===== src/core/uart_consts.svh =====
// Register offsets, reset values and bit counts of the UART transceiver
//
// Behaviour
// - UART runs only while sync select clear
// - Both directions share one baud divisor
// - Reset sets soft reset hold bit
// - Hold forces tx empty, clears flags, rx and tx irq enables
// - Clearing hold starts normal operation
// - Start, 7/8 data, parity, 1/2 stop
// - Bit order selects LSB or MSB first
// - Separate shift and holding registers per direction
// - Independent receive, transmit, start, done requests
// - Start edge gives wake request
// - Idle-line format when format field is 01
// - Ten marks after stop set idle tag
// - Receive bit timer stops after idle line
// - First character after idle is an address
// - Dormant: data characters shifted, never stored
// - Address stored, flag set, errors if accepted
// - Errored address dropped when error accept clear
// - Hardware never changes dormant bit
// - Dormant cleared mid-character still flags it
// - Address mark sends eleven idle bits first
// - Address mark clears at start bit
`ifndef UART_CONSTS_SVH
`define UART_CONSTS_SVH

`define OFS_CTRL         8'h00
`define OFS_BAUD         8'h04
`define OFS_STAT         8'h08
`define OFS_RXBUF        8'h0c
`define OFS_TXBUF        8'h10

`define CTRL_RESET       16'h0001
`define BAUD_RESET       16'h0364
`define STAT_W1C_MASK    16'h00fe

`define IDLE_DETECT_BITS 4'ha
`define IDLE_GAP_BITS    4'hb
`define MP_IDLE_LINE     2'h1

`endif


===== src/core/uart_pkg.sv =====
// Types shared by the UART transceiver
package uart_pkg;

  typedef struct packed {
    logic        cyc;
    logic        stb;
    logic        we;
    logic [7:0]  adr;
    logic [3:0]  sel;
    logic [31:0] dat;
  } wb_req_t;

  typedef struct packed {
    logic        ack;
    logic [31:0] dat;
  } wb_rsp_t;

  typedef struct packed {
    logic       tx_done_irq_enable;
    logic       start_irq_enable;
    logic       tx_irq_enable;
    logic       rx_irq_enable;
    logic       tx_address_mark;
    logic       erroneous_char_accept_enable;
    logic       dormant_receive;
    logic [1:0] multiproc_format_select;
    logic       two_stop;
    logic       msb_first_select;
    logic       parity_even;
    logic       parity_enable;
    logic       seven_bit;
    logic       sync_mode_select;
    logic       soft_reset_hold;
  } ctrl_t;

  typedef struct packed {
    logic [1:0] spare;
    logic       rx_busy;
    logic       tx_busy;
    logic       rx_error_flag;
    logic       idle_address_tag;
    logic       break_timeout_flag;
    logic       sync_timeout_flag;
    logic       break_flag;
    logic       overrun_flag;
    logic       parity_error_flag;
    logic       framing_error_flag;
    logic       tx_done_flag;
    logic       start_flag;
    logic       rx_char_flag;
    logic       tx_buffer_empty_flag;
  } stat_t;

  typedef enum logic [4:0] {
    R_IDLE  = 5'b00001,
    R_START = 5'b00010,
    R_DATA  = 5'b00100,
    R_PAR   = 5'b01000,
    R_STOP  = 5'b10000
  } rx_state_t;

  typedef enum logic [5:0] {
    T_IDLE  = 6'b000001,
    T_GAP   = 6'b000010,
    T_START = 6'b000100,
    T_DATA  = 6'b001000,
    T_PAR   = 6'b010000,
    T_STOP  = 6'b100000
  } tx_state_t;

endpackage : uart_pkg


===== src/core/uart_idle_line_multiproc.sv =====
// UART transceiver with idle-line multiprocessor format and Wishbone registers
//
// Our own choices: the Wishbone slave port and the placing of the registers.
`timescale 1ns/1ps
`include "uart_consts.svh"
module uart_idle_line_multiproc (
  input  wire logic              clk,
  input  wire logic              nrst,
  input  wire uart_pkg::wb_req_t wb_req,
  output uart_pkg::wb_rsp_t      wb_rsp,
  input  wire logic              serial_receive_pin,
  output logic                   serial_transmit_pin,
  output logic                   rx_irq,
  output logic                   tx_irq,
  output logic                   start_irq,
  output logic                   tx_done_irq,
  output logic                   wake_req
);
  import uart_pkg::*;

  logic [1:0]  rst_sync_reg;
  logic        rst_n;
  ctrl_t       ctrl_reg;
  ctrl_t       ctrl_next;
  logic [15:0] baud_reg;
  logic        rx_s1_reg;
  logic        rx_s2_reg;
  logic        rx_prev_reg;
  rx_state_t   rx_state;
  logic [15:0] rx_cnt_reg;
  logic [3:0]  rx_bit_reg;
  logic [7:0]  rx_sh_reg;
  logic        rx_par_reg;
  logic        rx_fe_reg;
  logic        rx_addr_reg;
  logic        idle_seen_reg;
  logic        idle_arm_reg;
  logic [3:0]  idle_cnt_reg;
  tx_state_t   tx_state;
  logic [15:0] tx_cnt_reg;
  logic [3:0]  tx_bit_reg;
  logic [7:0]  tx_sh_reg;
  logic [7:0]  txbuf_reg;
  logic [7:0]  rxbuf_reg;
  logic        tx_empty_reg;
  logic        rx_flag_reg;
  logic        start_flag_reg;
  logic        txdone_flag_reg;
  logic        fe_reg;
  logic        pe_reg;
  logic        oe_reg;
  logic        brk_reg;
  logic        idle_tag_reg;
  logic [19:0] gap_cyc_reg;

  // Power-up clear released through two flops
  always_ff @(posedge clk or negedge nrst)
  begin
    if (!nrst)
      rst_sync_reg <= 2'h0;
    else
      rst_sync_reg <= {rst_sync_reg[0], 1'b1};
  end
  assign rst_n = rst_sync_reg[1];

  // Bus decode
  wire        req       = wb_req.cyc & wb_req.stb & ~wb_rsp.ack;
  wire        wr        = req & wb_req.we;
  wire        rd        = req & ~wb_req.we;
  wire [15:0] wm16      = {{8{wb_req.sel[1]}}, {8{wb_req.sel[0]}}};
  wire        hit_ctrl  = wb_req.adr == `OFS_CTRL;
  wire        hit_baud  = wb_req.adr == `OFS_BAUD;
  wire        hit_stat  = wb_req.adr == `OFS_STAT;
  wire        hit_rxbuf = wb_req.adr == `OFS_RXBUF;
  wire        hit_txbuf = wb_req.adr == `OFS_TXBUF;
  wire        txw       = wr & hit_txbuf & wb_req.sel[0];
  wire        rd_rxbuf  = rd & hit_rxbuf;
  wire [15:0] clr       = (wr & hit_stat) ? (wb_req.dat[15:0] & wm16 & `STAT_W1C_MASK) : 16'h0;

  // Operating mode
  wire hold    = ctrl_reg.soft_reset_hold;
  wire run     = ~hold & ~ctrl_reg.sync_mode_select;
  wire mp_idle = ctrl_reg.multiproc_format_select == `MP_IDLE_LINE;
  wire [3:0] last_bit = ctrl_reg.seven_bit ? 4'h6 : 4'h7;

  // Bit position in the data field for the selected order
  function automatic logic [2:0] bit_pos(input logic [3:0] b, input logic msb,
                                         input logic [3:0] top);
    logic [3:0] r;
    r = msb ? (top - b) : b;
    return r[2:0];
  endfunction : bit_pos

  // Receive completion terms
  wire        rx_tick  = rx_cnt_reg == 16'h0;
  wire        fall     = rx_prev_reg & ~rx_s2_reg;
  wire        start_ev = run & (rx_state == R_IDLE) & fall;
  wire [7:0]  rx_data  = ctrl_reg.seven_bit ? {1'b0, rx_sh_reg[6:0]} : rx_sh_reg;
  wire        rx_exp   = ^rx_data ^ ~ctrl_reg.parity_even;
  wire        rx_pe    = ctrl_reg.parity_enable & (rx_par_reg != rx_exp);
  wire        rx_fe    = rx_fe_reg | ~rx_s2_reg;
  wire        rx_err   = rx_fe | rx_pe;
  wire        rx_done  = (rx_state == R_STOP) & rx_tick &
                         ~(ctrl_reg.two_stop & (rx_bit_reg == 4'h0));
  wire        rx_brk   = (rx_data == 8'h0) & ~(ctrl_reg.parity_enable & rx_par_reg) & ~rx_s2_reg;
  wire        accept   = ~(ctrl_reg.dormant_receive & mp_idle) | rx_addr_reg;
  wire        store    = rx_done & accept &
                         (~rx_err | ctrl_reg.erroneous_char_accept_enable);
  wire        idle_ev  = run & (rx_state == R_IDLE) & idle_arm_reg & rx_s2_reg & ~fall &
                         rx_tick & (idle_cnt_reg == `IDLE_DETECT_BITS - 4'h1);

  // Transmit terms
  wire        tx_tick  = tx_cnt_reg == 16'h0;
  wire        load     = run & (tx_state == T_IDLE) & ~tx_empty_reg;
  wire        gap_load = ctrl_reg.tx_address_mark & mp_idle;
  wire [7:0]  tx_data  = ctrl_reg.seven_bit ? {1'b0, tx_sh_reg[6:0]} : tx_sh_reg;
  wire        tx_par   = ^tx_data ^ ~ctrl_reg.parity_even;
  wire        mark_clr = (tx_state == T_GAP) & tx_tick &
                         (tx_bit_reg == `IDLE_GAP_BITS - 4'h1);
  wire        tx_end   = (tx_state == T_STOP) & tx_tick &
                         ~(ctrl_reg.two_stop & (tx_bit_reg == 4'h0));
  wire [15:0] reload   = baud_reg - 16'h1;

  // Control next value: auto clear, then software write, then hold forcing
  always_comb
  begin
    ctrl_next = ctrl_reg;
    if (mark_clr)
      ctrl_next.tx_address_mark = 1'b0;
    if (wr && hit_ctrl)
      ctrl_next = ctrl_t'((ctrl_reg & ~wm16) | (wb_req.dat[15:0] & wm16));
    if (ctrl_next.soft_reset_hold)
    begin
      ctrl_next.rx_irq_enable = 1'b0;
      ctrl_next.tx_irq_enable = 1'b0;
    end
  end

  // Configuration registers
  always_ff @(posedge clk or negedge rst_n)
  begin
    if (!rst_n)
    begin
      ctrl_reg <= ctrl_t'(`CTRL_RESET);
      baud_reg <= `BAUD_RESET;
    end
    else
    begin
      ctrl_reg <= ctrl_next;
      if (wr && hit_baud)
        baud_reg <= (baud_reg & ~wm16) | (wb_req.dat[15:0] & wm16);
    end
  end

  // Receive pin synchroniser
  always_ff @(posedge clk or negedge rst_n)
  begin
    if (!rst_n)
    begin
      rx_s1_reg   <= 1'b1;
      rx_s2_reg   <= 1'b1;
      rx_prev_reg <= 1'b1;
    end
    else
    begin
      rx_s1_reg   <= serial_receive_pin;
      rx_s2_reg   <= rx_s1_reg;
      rx_prev_reg <= rx_s2_reg;
    end
  end

  // Receive shifter and idle-line detector
  always_ff @(posedge clk or negedge rst_n)
  begin
    if (!rst_n)
    begin
      rx_state      <= R_IDLE;
      rx_cnt_reg    <= 16'h0;
      rx_bit_reg    <= 4'h0;
      rx_sh_reg     <= 8'h0;
      rx_par_reg    <= 1'b0;
      rx_fe_reg     <= 1'b0;
      rx_addr_reg   <= 1'b0;
      idle_seen_reg <= 1'b1;
      idle_arm_reg  <= 1'b0;
      idle_cnt_reg  <= 4'h0;
    end
    else if (!run)
    begin
      rx_state      <= R_IDLE;
      idle_seen_reg <= 1'b1;
      idle_arm_reg  <= 1'b0;
      idle_cnt_reg  <= 4'h0;
    end
    else
    begin
      unique case (rx_state)
        R_IDLE:
          if (fall)
          begin
            rx_state      <= R_START;
            rx_cnt_reg    <= baud_reg >> 1;
            rx_addr_reg   <= mp_idle & idle_seen_reg;
            idle_seen_reg <= 1'b0;
            idle_arm_reg  <= 1'b0;
            idle_cnt_reg  <= 4'h0;
          end
          else if (idle_arm_reg)
          begin
            if (!rx_s2_reg)
              idle_cnt_reg <= 4'h0;
            else if (rx_tick)
            begin
              rx_cnt_reg <= reload;
              if (idle_ev)
              begin
                idle_arm_reg  <= 1'b0;
                idle_seen_reg <= 1'b1;
              end
              else
                idle_cnt_reg <= idle_cnt_reg + 4'h1;
            end
            else
              rx_cnt_reg <= rx_cnt_reg - 16'h1;
          end
        R_START:
          if (rx_tick)
          begin
            rx_state   <= rx_s2_reg ? R_IDLE : R_DATA;
            rx_cnt_reg <= reload;
            rx_bit_reg <= 4'h0;
            rx_sh_reg  <= 8'h0;
          end
          else
            rx_cnt_reg <= rx_cnt_reg - 16'h1;
        R_DATA:
          if (rx_tick)
          begin
            rx_cnt_reg <= reload;
            rx_sh_reg[bit_pos(rx_bit_reg, ctrl_reg.msb_first_select, last_bit)] <= rx_s2_reg;
            rx_bit_reg <= rx_bit_reg + 4'h1;
            if (rx_bit_reg == last_bit)
            begin
              rx_state   <= ctrl_reg.parity_enable ? R_PAR : R_STOP;
              rx_bit_reg <= 4'h0;
              rx_fe_reg  <= 1'b0;
            end
          end
          else
            rx_cnt_reg <= rx_cnt_reg - 16'h1;
        R_PAR:
          if (rx_tick)
          begin
            rx_cnt_reg <= reload;
            rx_par_reg <= rx_s2_reg;
            rx_state   <= R_STOP;
          end
          else
            rx_cnt_reg <= rx_cnt_reg - 16'h1;
        R_STOP:
          if (rx_tick)
          begin
            rx_cnt_reg <= reload;
            rx_fe_reg  <= rx_fe;
            rx_bit_reg <= 4'h1;
            if (rx_done)
            begin
              rx_state     <= R_IDLE;
              idle_arm_reg <= 1'b1;
              idle_cnt_reg <= 4'h0;
            end
          end
          else
            rx_cnt_reg <= rx_cnt_reg - 16'h1;
      endcase
    end
  end

  // Transmit shifter with idle-frame generation
  always_ff @(posedge clk or negedge rst_n)
  begin
    if (!rst_n)
    begin
      tx_state            <= T_IDLE;
      tx_cnt_reg          <= 16'h0;
      tx_bit_reg          <= 4'h0;
      tx_sh_reg           <= 8'h0;
      serial_transmit_pin <= 1'b1;
    end
    else if (!run)
    begin
      tx_state            <= T_IDLE;
      serial_transmit_pin <= 1'b1;
    end
    else
    begin
      tx_cnt_reg <= tx_tick ? reload : tx_cnt_reg - 16'h1;
      unique case (tx_state)
        T_IDLE:
        begin
          tx_cnt_reg <= reload;
          tx_bit_reg <= 4'h0;
          if (load)
          begin
            tx_sh_reg           <= txbuf_reg;
            tx_state            <= gap_load ? T_GAP : T_START;
            serial_transmit_pin <= gap_load;
          end
        end
        T_GAP:
          if (tx_tick)
          begin
            tx_bit_reg <= tx_bit_reg + 4'h1;
            if (mark_clr)
            begin
              tx_state            <= T_START;
              serial_transmit_pin <= 1'b0;
            end
          end
        T_START:
          if (tx_tick)
          begin
            tx_state            <= T_DATA;
            tx_bit_reg          <= 4'h0;
            serial_transmit_pin <= tx_sh_reg[bit_pos(4'h0, ctrl_reg.msb_first_select, last_bit)];
          end
        T_DATA:
          if (tx_tick)
          begin
            tx_bit_reg <= tx_bit_reg + 4'h1;
            serial_transmit_pin <=
              tx_sh_reg[bit_pos(tx_bit_reg + 4'h1, ctrl_reg.msb_first_select, last_bit)];
            if (tx_bit_reg == last_bit)
            begin
              tx_state            <= ctrl_reg.parity_enable ? T_PAR : T_STOP;
              tx_bit_reg          <= 4'h0;
              serial_transmit_pin <= ctrl_reg.parity_enable ? tx_par : 1'b1;
            end
          end
        T_PAR:
          if (tx_tick)
          begin
            tx_state            <= T_STOP;
            serial_transmit_pin <= 1'b1;
          end
        T_STOP:
          if (tx_tick)
          begin
            tx_bit_reg <= 4'h1;
            if (tx_end)
              tx_state <= T_IDLE;
          end
      endcase
    end
  end

  // Flags and holding buffers; hardware set wins over software clear
  always_ff @(posedge clk or negedge rst_n)
  begin
    if (!rst_n)
    begin
      tx_empty_reg    <= 1'b1;
      rx_flag_reg     <= 1'b0;
      start_flag_reg  <= 1'b0;
      txdone_flag_reg <= 1'b0;
      fe_reg          <= 1'b0;
      pe_reg          <= 1'b0;
      oe_reg          <= 1'b0;
      brk_reg         <= 1'b0;
      idle_tag_reg    <= 1'b0;
      txbuf_reg       <= 8'h0;
      rxbuf_reg       <= 8'h0;
    end
    else
    begin
      if (txw)
        txbuf_reg <= wb_req.dat[7:0];
      if (store)
        rxbuf_reg <= rx_data;
      if (hold)
      begin
        tx_empty_reg    <= 1'b1;
        rx_flag_reg     <= 1'b0;
        start_flag_reg  <= 1'b0;
        txdone_flag_reg <= 1'b0;
        fe_reg          <= 1'b0;
        pe_reg          <= 1'b0;
        oe_reg          <= 1'b0;
        brk_reg         <= 1'b0;
      end
      else
      begin
        tx_empty_reg    <= load | (tx_empty_reg & ~txw);
        rx_flag_reg     <= store | (rx_flag_reg & ~clr[1] & ~rd_rxbuf);
        start_flag_reg  <= start_ev | (start_flag_reg & ~clr[2]);
        txdone_flag_reg <= (tx_end & tx_empty_reg) | (txdone_flag_reg & ~clr[3]);
        fe_reg          <= (store & rx_fe) | (fe_reg & ~clr[4]);
        pe_reg          <= (store & rx_pe) | (pe_reg & ~clr[5]);
        oe_reg          <= (store & rx_flag_reg & ~rd_rxbuf) | (oe_reg & ~clr[6]);
        brk_reg         <= (rx_done & rx_brk) | (brk_reg & ~clr[7]);
      end
      if (idle_ev)
        idle_tag_reg <= 1'b1;
      else if (store)
        idle_tag_reg <= rx_addr_reg & mp_idle;
    end
  end

  // Status word; timeout flags belong to auto-baud and stay cleared
  wire stat_t stat_w = stat_t'({2'h0, rx_state != R_IDLE, tx_state != T_IDLE,
                                fe_reg | pe_reg | oe_reg | brk_reg, idle_tag_reg,
                                1'b0, 1'b0, brk_reg, oe_reg, pe_reg, fe_reg,
                                txdone_flag_reg, start_flag_reg, rx_flag_reg,
                                tx_empty_reg});
  wire [31:0] rdata = hit_ctrl  ? {16'h0, ctrl_reg} :
                      hit_baud  ? {16'h0, baud_reg} :
                      hit_stat  ? {16'h0, stat_w} :
                      hit_rxbuf ? {24'h0, rxbuf_reg} :
                      hit_txbuf ? {24'h0, txbuf_reg} : 32'h0;

  // Bus answer, interrupt requests and wake pulse
  always_ff @(posedge clk or negedge rst_n)
  begin
    if (!rst_n)
    begin
      wb_rsp      <= '0;
      rx_irq      <= 1'b0;
      tx_irq      <= 1'b0;
      start_irq   <= 1'b0;
      tx_done_irq <= 1'b0;
      wake_req    <= 1'b0;
    end
    else
    begin
      wb_rsp.ack  <= req;
      wb_rsp.dat  <= rd ? rdata : 32'h0;
      rx_irq      <= rx_flag_reg & ctrl_reg.rx_irq_enable;
      tx_irq      <= tx_empty_reg & ctrl_reg.tx_irq_enable;
      start_irq   <= start_flag_reg & ctrl_reg.start_irq_enable;
      tx_done_irq <= txdone_flag_reg & ctrl_reg.tx_done_irq_enable;
      wake_req    <= start_ev;
    end
  end

  // Cycle count of the idle frame, for checking only
  always_ff @(posedge clk or negedge rst_n)
  begin
    if (!rst_n)
      gap_cyc_reg <= 20'h0;
    else
      gap_cyc_reg <= (tx_state == T_GAP) ? gap_cyc_reg + 20'h1 : 20'h0;
  end
endmodule : uart_idle_line_multiproc


===== config.mk =====
export PLATFORM = sky130hd
export DESIGN_NAME = uart_idle_line_multiproc
export DESIGN_NICKNAME = d
export VERILOG_FILES = /design/src/core/uart_pkg.sv /design/src/core/uart_idle_line_multiproc.sv
export VERILOG_INCLUDE_DIRS = /design/src /design/src/core
export SDC_FILE = /design/constraint.sdc
export NUM_CORES = 1
export LEC_CHECK = 0
export BUFFER_PORTS_ARGS = -buffer_cell sky130_fd_sc_hd__buf_2
export CORE_UTILIZATION = 25
export CTS_CLUSTER_SIZE = 16
export DETAILED_ROUTE_END_ITERATION = 6
export GPL_TIMING_DRIVEN = 0
export PLACE_DENSITY = 0.48
export SLEW_MARGIN = 20
export SYNTH_ARGS = -nofsm -noshare
export SYNTH_HDL_FRONTEND = slang
export SYNTH_SLANG_ARGS = --single-unit

===== constraint.sdc =====
create_clock -name clk -period 14.7 [get_ports clk]
set_input_delay 0.735 -clock clk [delete_from_list [all_inputs] [get_ports clk]]
set_output_delay 0.735 -clock clk [all_outputs]
set_load 0.1 [all_outputs]

After elaboration in Yosys (flattened, before gate mapping)
Index checks and enable logic that the tools add are counted.
- input bits: 50
- bits in registers: 161
- output and inout port bits: 39
- logic and storage cells: 374
- equality and inequality tests: 59
- add/sub/neg operators: 8
- bitwise gates (word level): 101
- magnitude comparators: 4
- mux-type cells: 116
- reductions and logical operators: 33
- operators by type and width (cell ; count):
    two-way mux 16 bit ; 9
    two-way mux 4 bit ; 17
    two-way mux 6 bit ; 11
    AND 1 bit ; 56
    two-way mux 8 bit ; 7
    != test 3 bit, second input constant ; 18
    AND 16 bit ; 3
    subtractor 16 x 1 -> 16 bit, second input constant ; 3
    two-way mux 5 bit ; 9
    two-way mux 1 bit ; 41
    one-hot mux 6 bit (6 select lines) ; 1
    logical NOT 16 bit ; 2
    bitwise OR 16 bit ; 2
    one-hot mux 16 bit (2 select lines) ; 1
    two-way mux 14 bit ; 2
    one-hot mux 5 bit (5 select lines) ; 1
    NOT 1 bit ; 22
    one-hot mux 4 bit (5 select lines) ; 1
    == test 8 x 4 -> 1 bit, second input constant ; 2
    logical NOT 8 bit ; 2
    != test 2 bit, second input constant ; 8
    NOT 16 bit ; 1
    one-hot mux 8 bit (2 select lines) ; 1
    parity 8 bit ; 2
    51 further kinds ; 99

Depth between registers and ports, before layout
- depth in word-level cells: 15
- depth in mapped cells: 10
- depth with buffers taken out: 9

Worst setup path before layout
No wires, ideal clock.
- path type: input to register
- from: in wb_req[36] (netlist name)
- to: reg with a tool-made name
- buffers on the path: 2
- cell stages on the path: 7
- path slack: 12.098 ns
- arrival time: 2.477 ns
- setup time: 0.125 ns
- required time: 14.575 ns
- cells stage by stage: or4_4 or2_0 buf_4 nor3_2 and3_1 buf_2 mux2_2
- RTL lines (what ; RTL line ; text):
    start, declared ; uart_idle_line_multiproc.sv:9 ; input wire uart_pkg::wb_req_t wb_req,

==> results.ini <==
[status]
status = finished, final reports clean

[power]
clock_power_share_pct = 29.9
seq_power_share_pct = 38.9
power.density_cell_area_nw_per_um2 = 136.9
sw_frac_of_total_pct = 36.88
p_leak_uw = 0.004663
power.internal_uw = 944.6
power.ir.vdd_worst_mv = 0.07824
switching_power_uw = 551.9
combinationalPowerShare_pct = 31.2

[yosys]
synthesis.area_um2 = 9369
async_flop_share_pct = 100.0
synthDistinctLibCells = 83
synth-seq-area-share_pct = 43.19
synthFlopType = dfrtp_1
synth-edff-count = 0
synth.avg_cell_area_um2 = 9.388
synth.ff_latch_count = 161
instance_count_of_the_mapped_netlist = 998
yosys_warnings = 0

[floorplan]
die-height_um = 195.6
placement_rows = 70
design.core.area_um2 = 36790
floorplan.initialDensity_pct = 25.47
die_w_um = 195.6
floorplan.die_area_um2 = 38250
floorplan.io_pins = 89

[global_routing]
grt.met3_usage_pct = 2.504
top_usage_layer = met2
gr-usage-met2_pct = 24.34
grt_first_pass_wirelength_um = 46120
groute.layer.met1.usage_pct = 22.90
globalRouteOverflowTotal = 0
grt_max_degree = 55
first_global_vias = 7696
antenna_found_initial = 1
grt_use_total_pct = 15.83

[worst_setup_path]
timing.critical_path.slowest_cell_delay_ns = 0.54
path_cells = nand2b_1 -> ha_1 -> xor2_1 -> xnor3_1 -> a21oi_1 -> o221ai_2 -> clkbuf_1 -> o21ai_0
combined_buffer_and_inverter_count_along_the_critical_path = 1
critPathMaxFanout = 10
path_class = reg2reg
cell_class_contributing_the_biggest_share_of_worst_path_delay = compound AO/OA/AOI/OAI gates
worst_setup_path_end_kind = flop
cp-start-kind = flop
crit_arrival_ns = 3.36
standard_cell_with_the_maximum_stage_delay_on_the_critical_path = o221ai_2
crit_required_ns = 14.99

[place]
gpl_wtd_cong = 0.8512
dp_hpwl_um = 22220
io_buffers = 54

[layout]
fin_nets = 1158
area_growth_pct = 16.65
antenna_cells = 0
fraction_of_layout_cells_with_a_size_suffix_above_1_pct = 17.88
layout.core_utilization_pct = 29.71
fillCellCount = 3910

[detailed_routing]
drt_first_iter_violations = 678
totalWireLength_um = 29620
dr_total_vias = 8066
ant_nets = 0
vias_per_cell = 5.138
dr.pass1.iters = 5
post-route-drc-count = 0
drt-wirelength-per-cell_um = 18.86

[timing]
fin_worst_skew_ns = 0.01191
post-route-period-util_pct = 20.88
setup-violations-final = 0
rsz0062_at_grt = false
top_achievable_clock_speed_ghz = 0.3258
finalWorstPathRequiredPeriod_ns = 3.069
slew_headroom_pct = 42.55
drv_slew = 0
finalSetupTns_ns = 0
finalHoldViolCount = 0
actual_slew_at_the_worst_max_slew_pin_ns = 0.8571

[cts]
clk_latency_ns = 0.44
post_cts_hold_buffer_count = 0
clock_tree_from_tritoncts = done
number_of_clock_sinks_seen_by_cts = 161
post_cts.repair.setup_buffers = 0
cts-buffers-inserted = 17
clkSlewWorstSetupHoldPaths_ns = 0.06
clock_tree.buffer_depth = 2
post_cts.resized_instances = 0
cts-root-buf = clkbuf_16
htree_num_levels = 4

[worst_hold_path]
hold_class = in2async

[job]
maxCapViolCount = 0

[synthesized netlist by cell type, drive strengths merged, types with 14 or more instances]
| master | number | share of area, % |
|---|---|---|
| nand2 | 91 | 3.6 |
| inv | 34 | 1.4 |
| nand2b | 18 | 1.2 |
| nor2 | 87 | 3.5 |
| clkbuf | 41 | 1.6 |
| ha | 19 | 2.5 |
| xnor2 | 24 | 2.2 |
| nand3 | 22 | 1.2 |
| buf | 26 | 1.8 |
| dfstp | 14 | 3.9 |
| a211oi | 15 | 1.3 |
| o21ai | 73 | 3.9 |
| dfrtp | 147 | 39 |
| nor4 | 15 | 1.7 |
| a21oi | 56 | 3.0 |
| mux2 | 50 | 6.0 |
| nor3 | 40 | 2.3 |
| a31oi | 17 | 1.1 |
[path summary, 6_finish.rpt]
kind / start / to / slack [ns] / cells past startpoint
min in group clk: rst_sync_reg[0]$_DFF_PN0_ / rst_sync_reg[1]$_DFF_PN0_ / 0.35 / 0
hold / removal: nrst / rst_sync_reg[1]$_DFF_PN0_ / 0.08 / 1
setup reg to reg: flop / rxbuf_reg[1]$_DFFE_PN0N_ / 11.63 / 8
max in group asynchronous: rst_sync_reg[1]$_DFF_PN0_ / asynchronous set/reset pin / 13.52 / 2
hold reg to reg: rst_sync_reg[1]$_DFF_PN0_ / rx_bit_reg[0]$_DFFE_PN0P_ / 0.23 / 0
setup / recovery: flop / rxbuf_reg[1]$_DFFE_PN0N_ / 11.63 / 8
[metal layers]
layer,vias up,routed length [um]
met3,23,1329
met5,-,0
li1,3816,-
met2,204,13550
met4,0,404
met1,4023,14330
[layout make-up]
| class | count | area, um2 | area share (%) |
|---|---|---|---|
| Clock buffer | 22 | 454.2 | 4.156 |
| Multi-Input combinational cell | 751 | 4926 | 45.07 |
| Tap cell | 468 | 585.6 | 5.358 |
| Sequential cell | 161 | 4050 | 37.06 |
| Timing Repair Buffer | 57 | 345.3 | 3.160 |
| Inverter | 34 | 127.6 | 1.168 |
| Buffer | 67 | 325.3 | 2.977 |
| Clock inverter | 10 | 115.1 | 1.053 |
[kinds of logic after synthesis]
logic type | synth area share [%]
AND/OR/NAND/NOR | 20.07
adder cells (fa/ha/maj) | 2.537
buffers and inverters | 4.834
multiplexers | 6.544
flip-flops | 43.19
AO/OA/AOI/OAI | 18.99
XOR/XNOR | 3.753
other | 0.08016
[worst register-to-register path, delay by kind of cell, from the launching register on]
family | cells | cell delay (ns)
xor gates and xnor gates | 2 | 0.65
DFF | 1 | 0.51
and+or+nand+nor | 1 | 0.23
AOI/OAI and AO/OA | 3 | 0.84
buffers and inverters | 1 | 0.43
adders and majority gates | 1 | 0.29
[through the flow]
step | hold slack, ns | std cells | power [uW] | worst slack (ns) | area (um2)
2_1_floorplan | 0.3312 | 1013 | 930.7 | 9.906 | 9425
3_3_place_gp | 0.3346 | 1535 | 1046 | 7.574 | 10280
3_5_place_dp | 0.2514 | 1538 | 1050 | 11.67 | 10360
4_1_cts | 0.06336 | 1570 | 1501 | 11.66 | 10930
5_1_grt | 0.06643 | 1570 | 1585 | 11.42 | 10930
6_report | 0.07939 | 1570 | 1496 | 11.63 | 10930
[layout by cell type (no fill, tap or decap), types with 9 or more instances in the layout]
cell / synthesis / layout
a211oi_1: 14 / 14
a21oi_1: 56 / 56
a221oi_1: 10 / 10
a22o_1: 9 / 9
a22oi_1: 11 / 11
a31oi_1: 17 / 17
buf_2: 8 / 62
buf_4: 17 / 17
clkbuf_1: 41 / 45
clkbuf_16: 0 / 17
conb_1: 2 / 17
dfrtp_1: 147 / 146
dfstp_2: 14 / 14
ha_1: 19 / 19
inv_1: 34 / 34
mux2_2: 50 / 50
nand2_1: 91 / 91
nand2b_1: 18 / 18
nand3_1: 22 / 22
nor2_1: 87 / 87
nor2b_1: 13 / 13
nor3_1: 37 / 37
nor4_1: 9 / 9
o211ai_1: 10 / 10
o21ai_0: 70 / 70
o22ai_1: 12 / 12
o31ai_1: 9 / 9
xnor2_1: 24 / 24
xor2_1: 11 / 11
[power groups by stage]
stage	Combinational, uW	Sequential [uW]	Clock [uW]
final	466	582	448
after floorplan	350	581	0
after global placement	450	596	0
after global routing	516	592	477
after CTS	463	581	457
after detailed placement	461	589	0
Note: power is estimated with default switching activity, not from simulation.
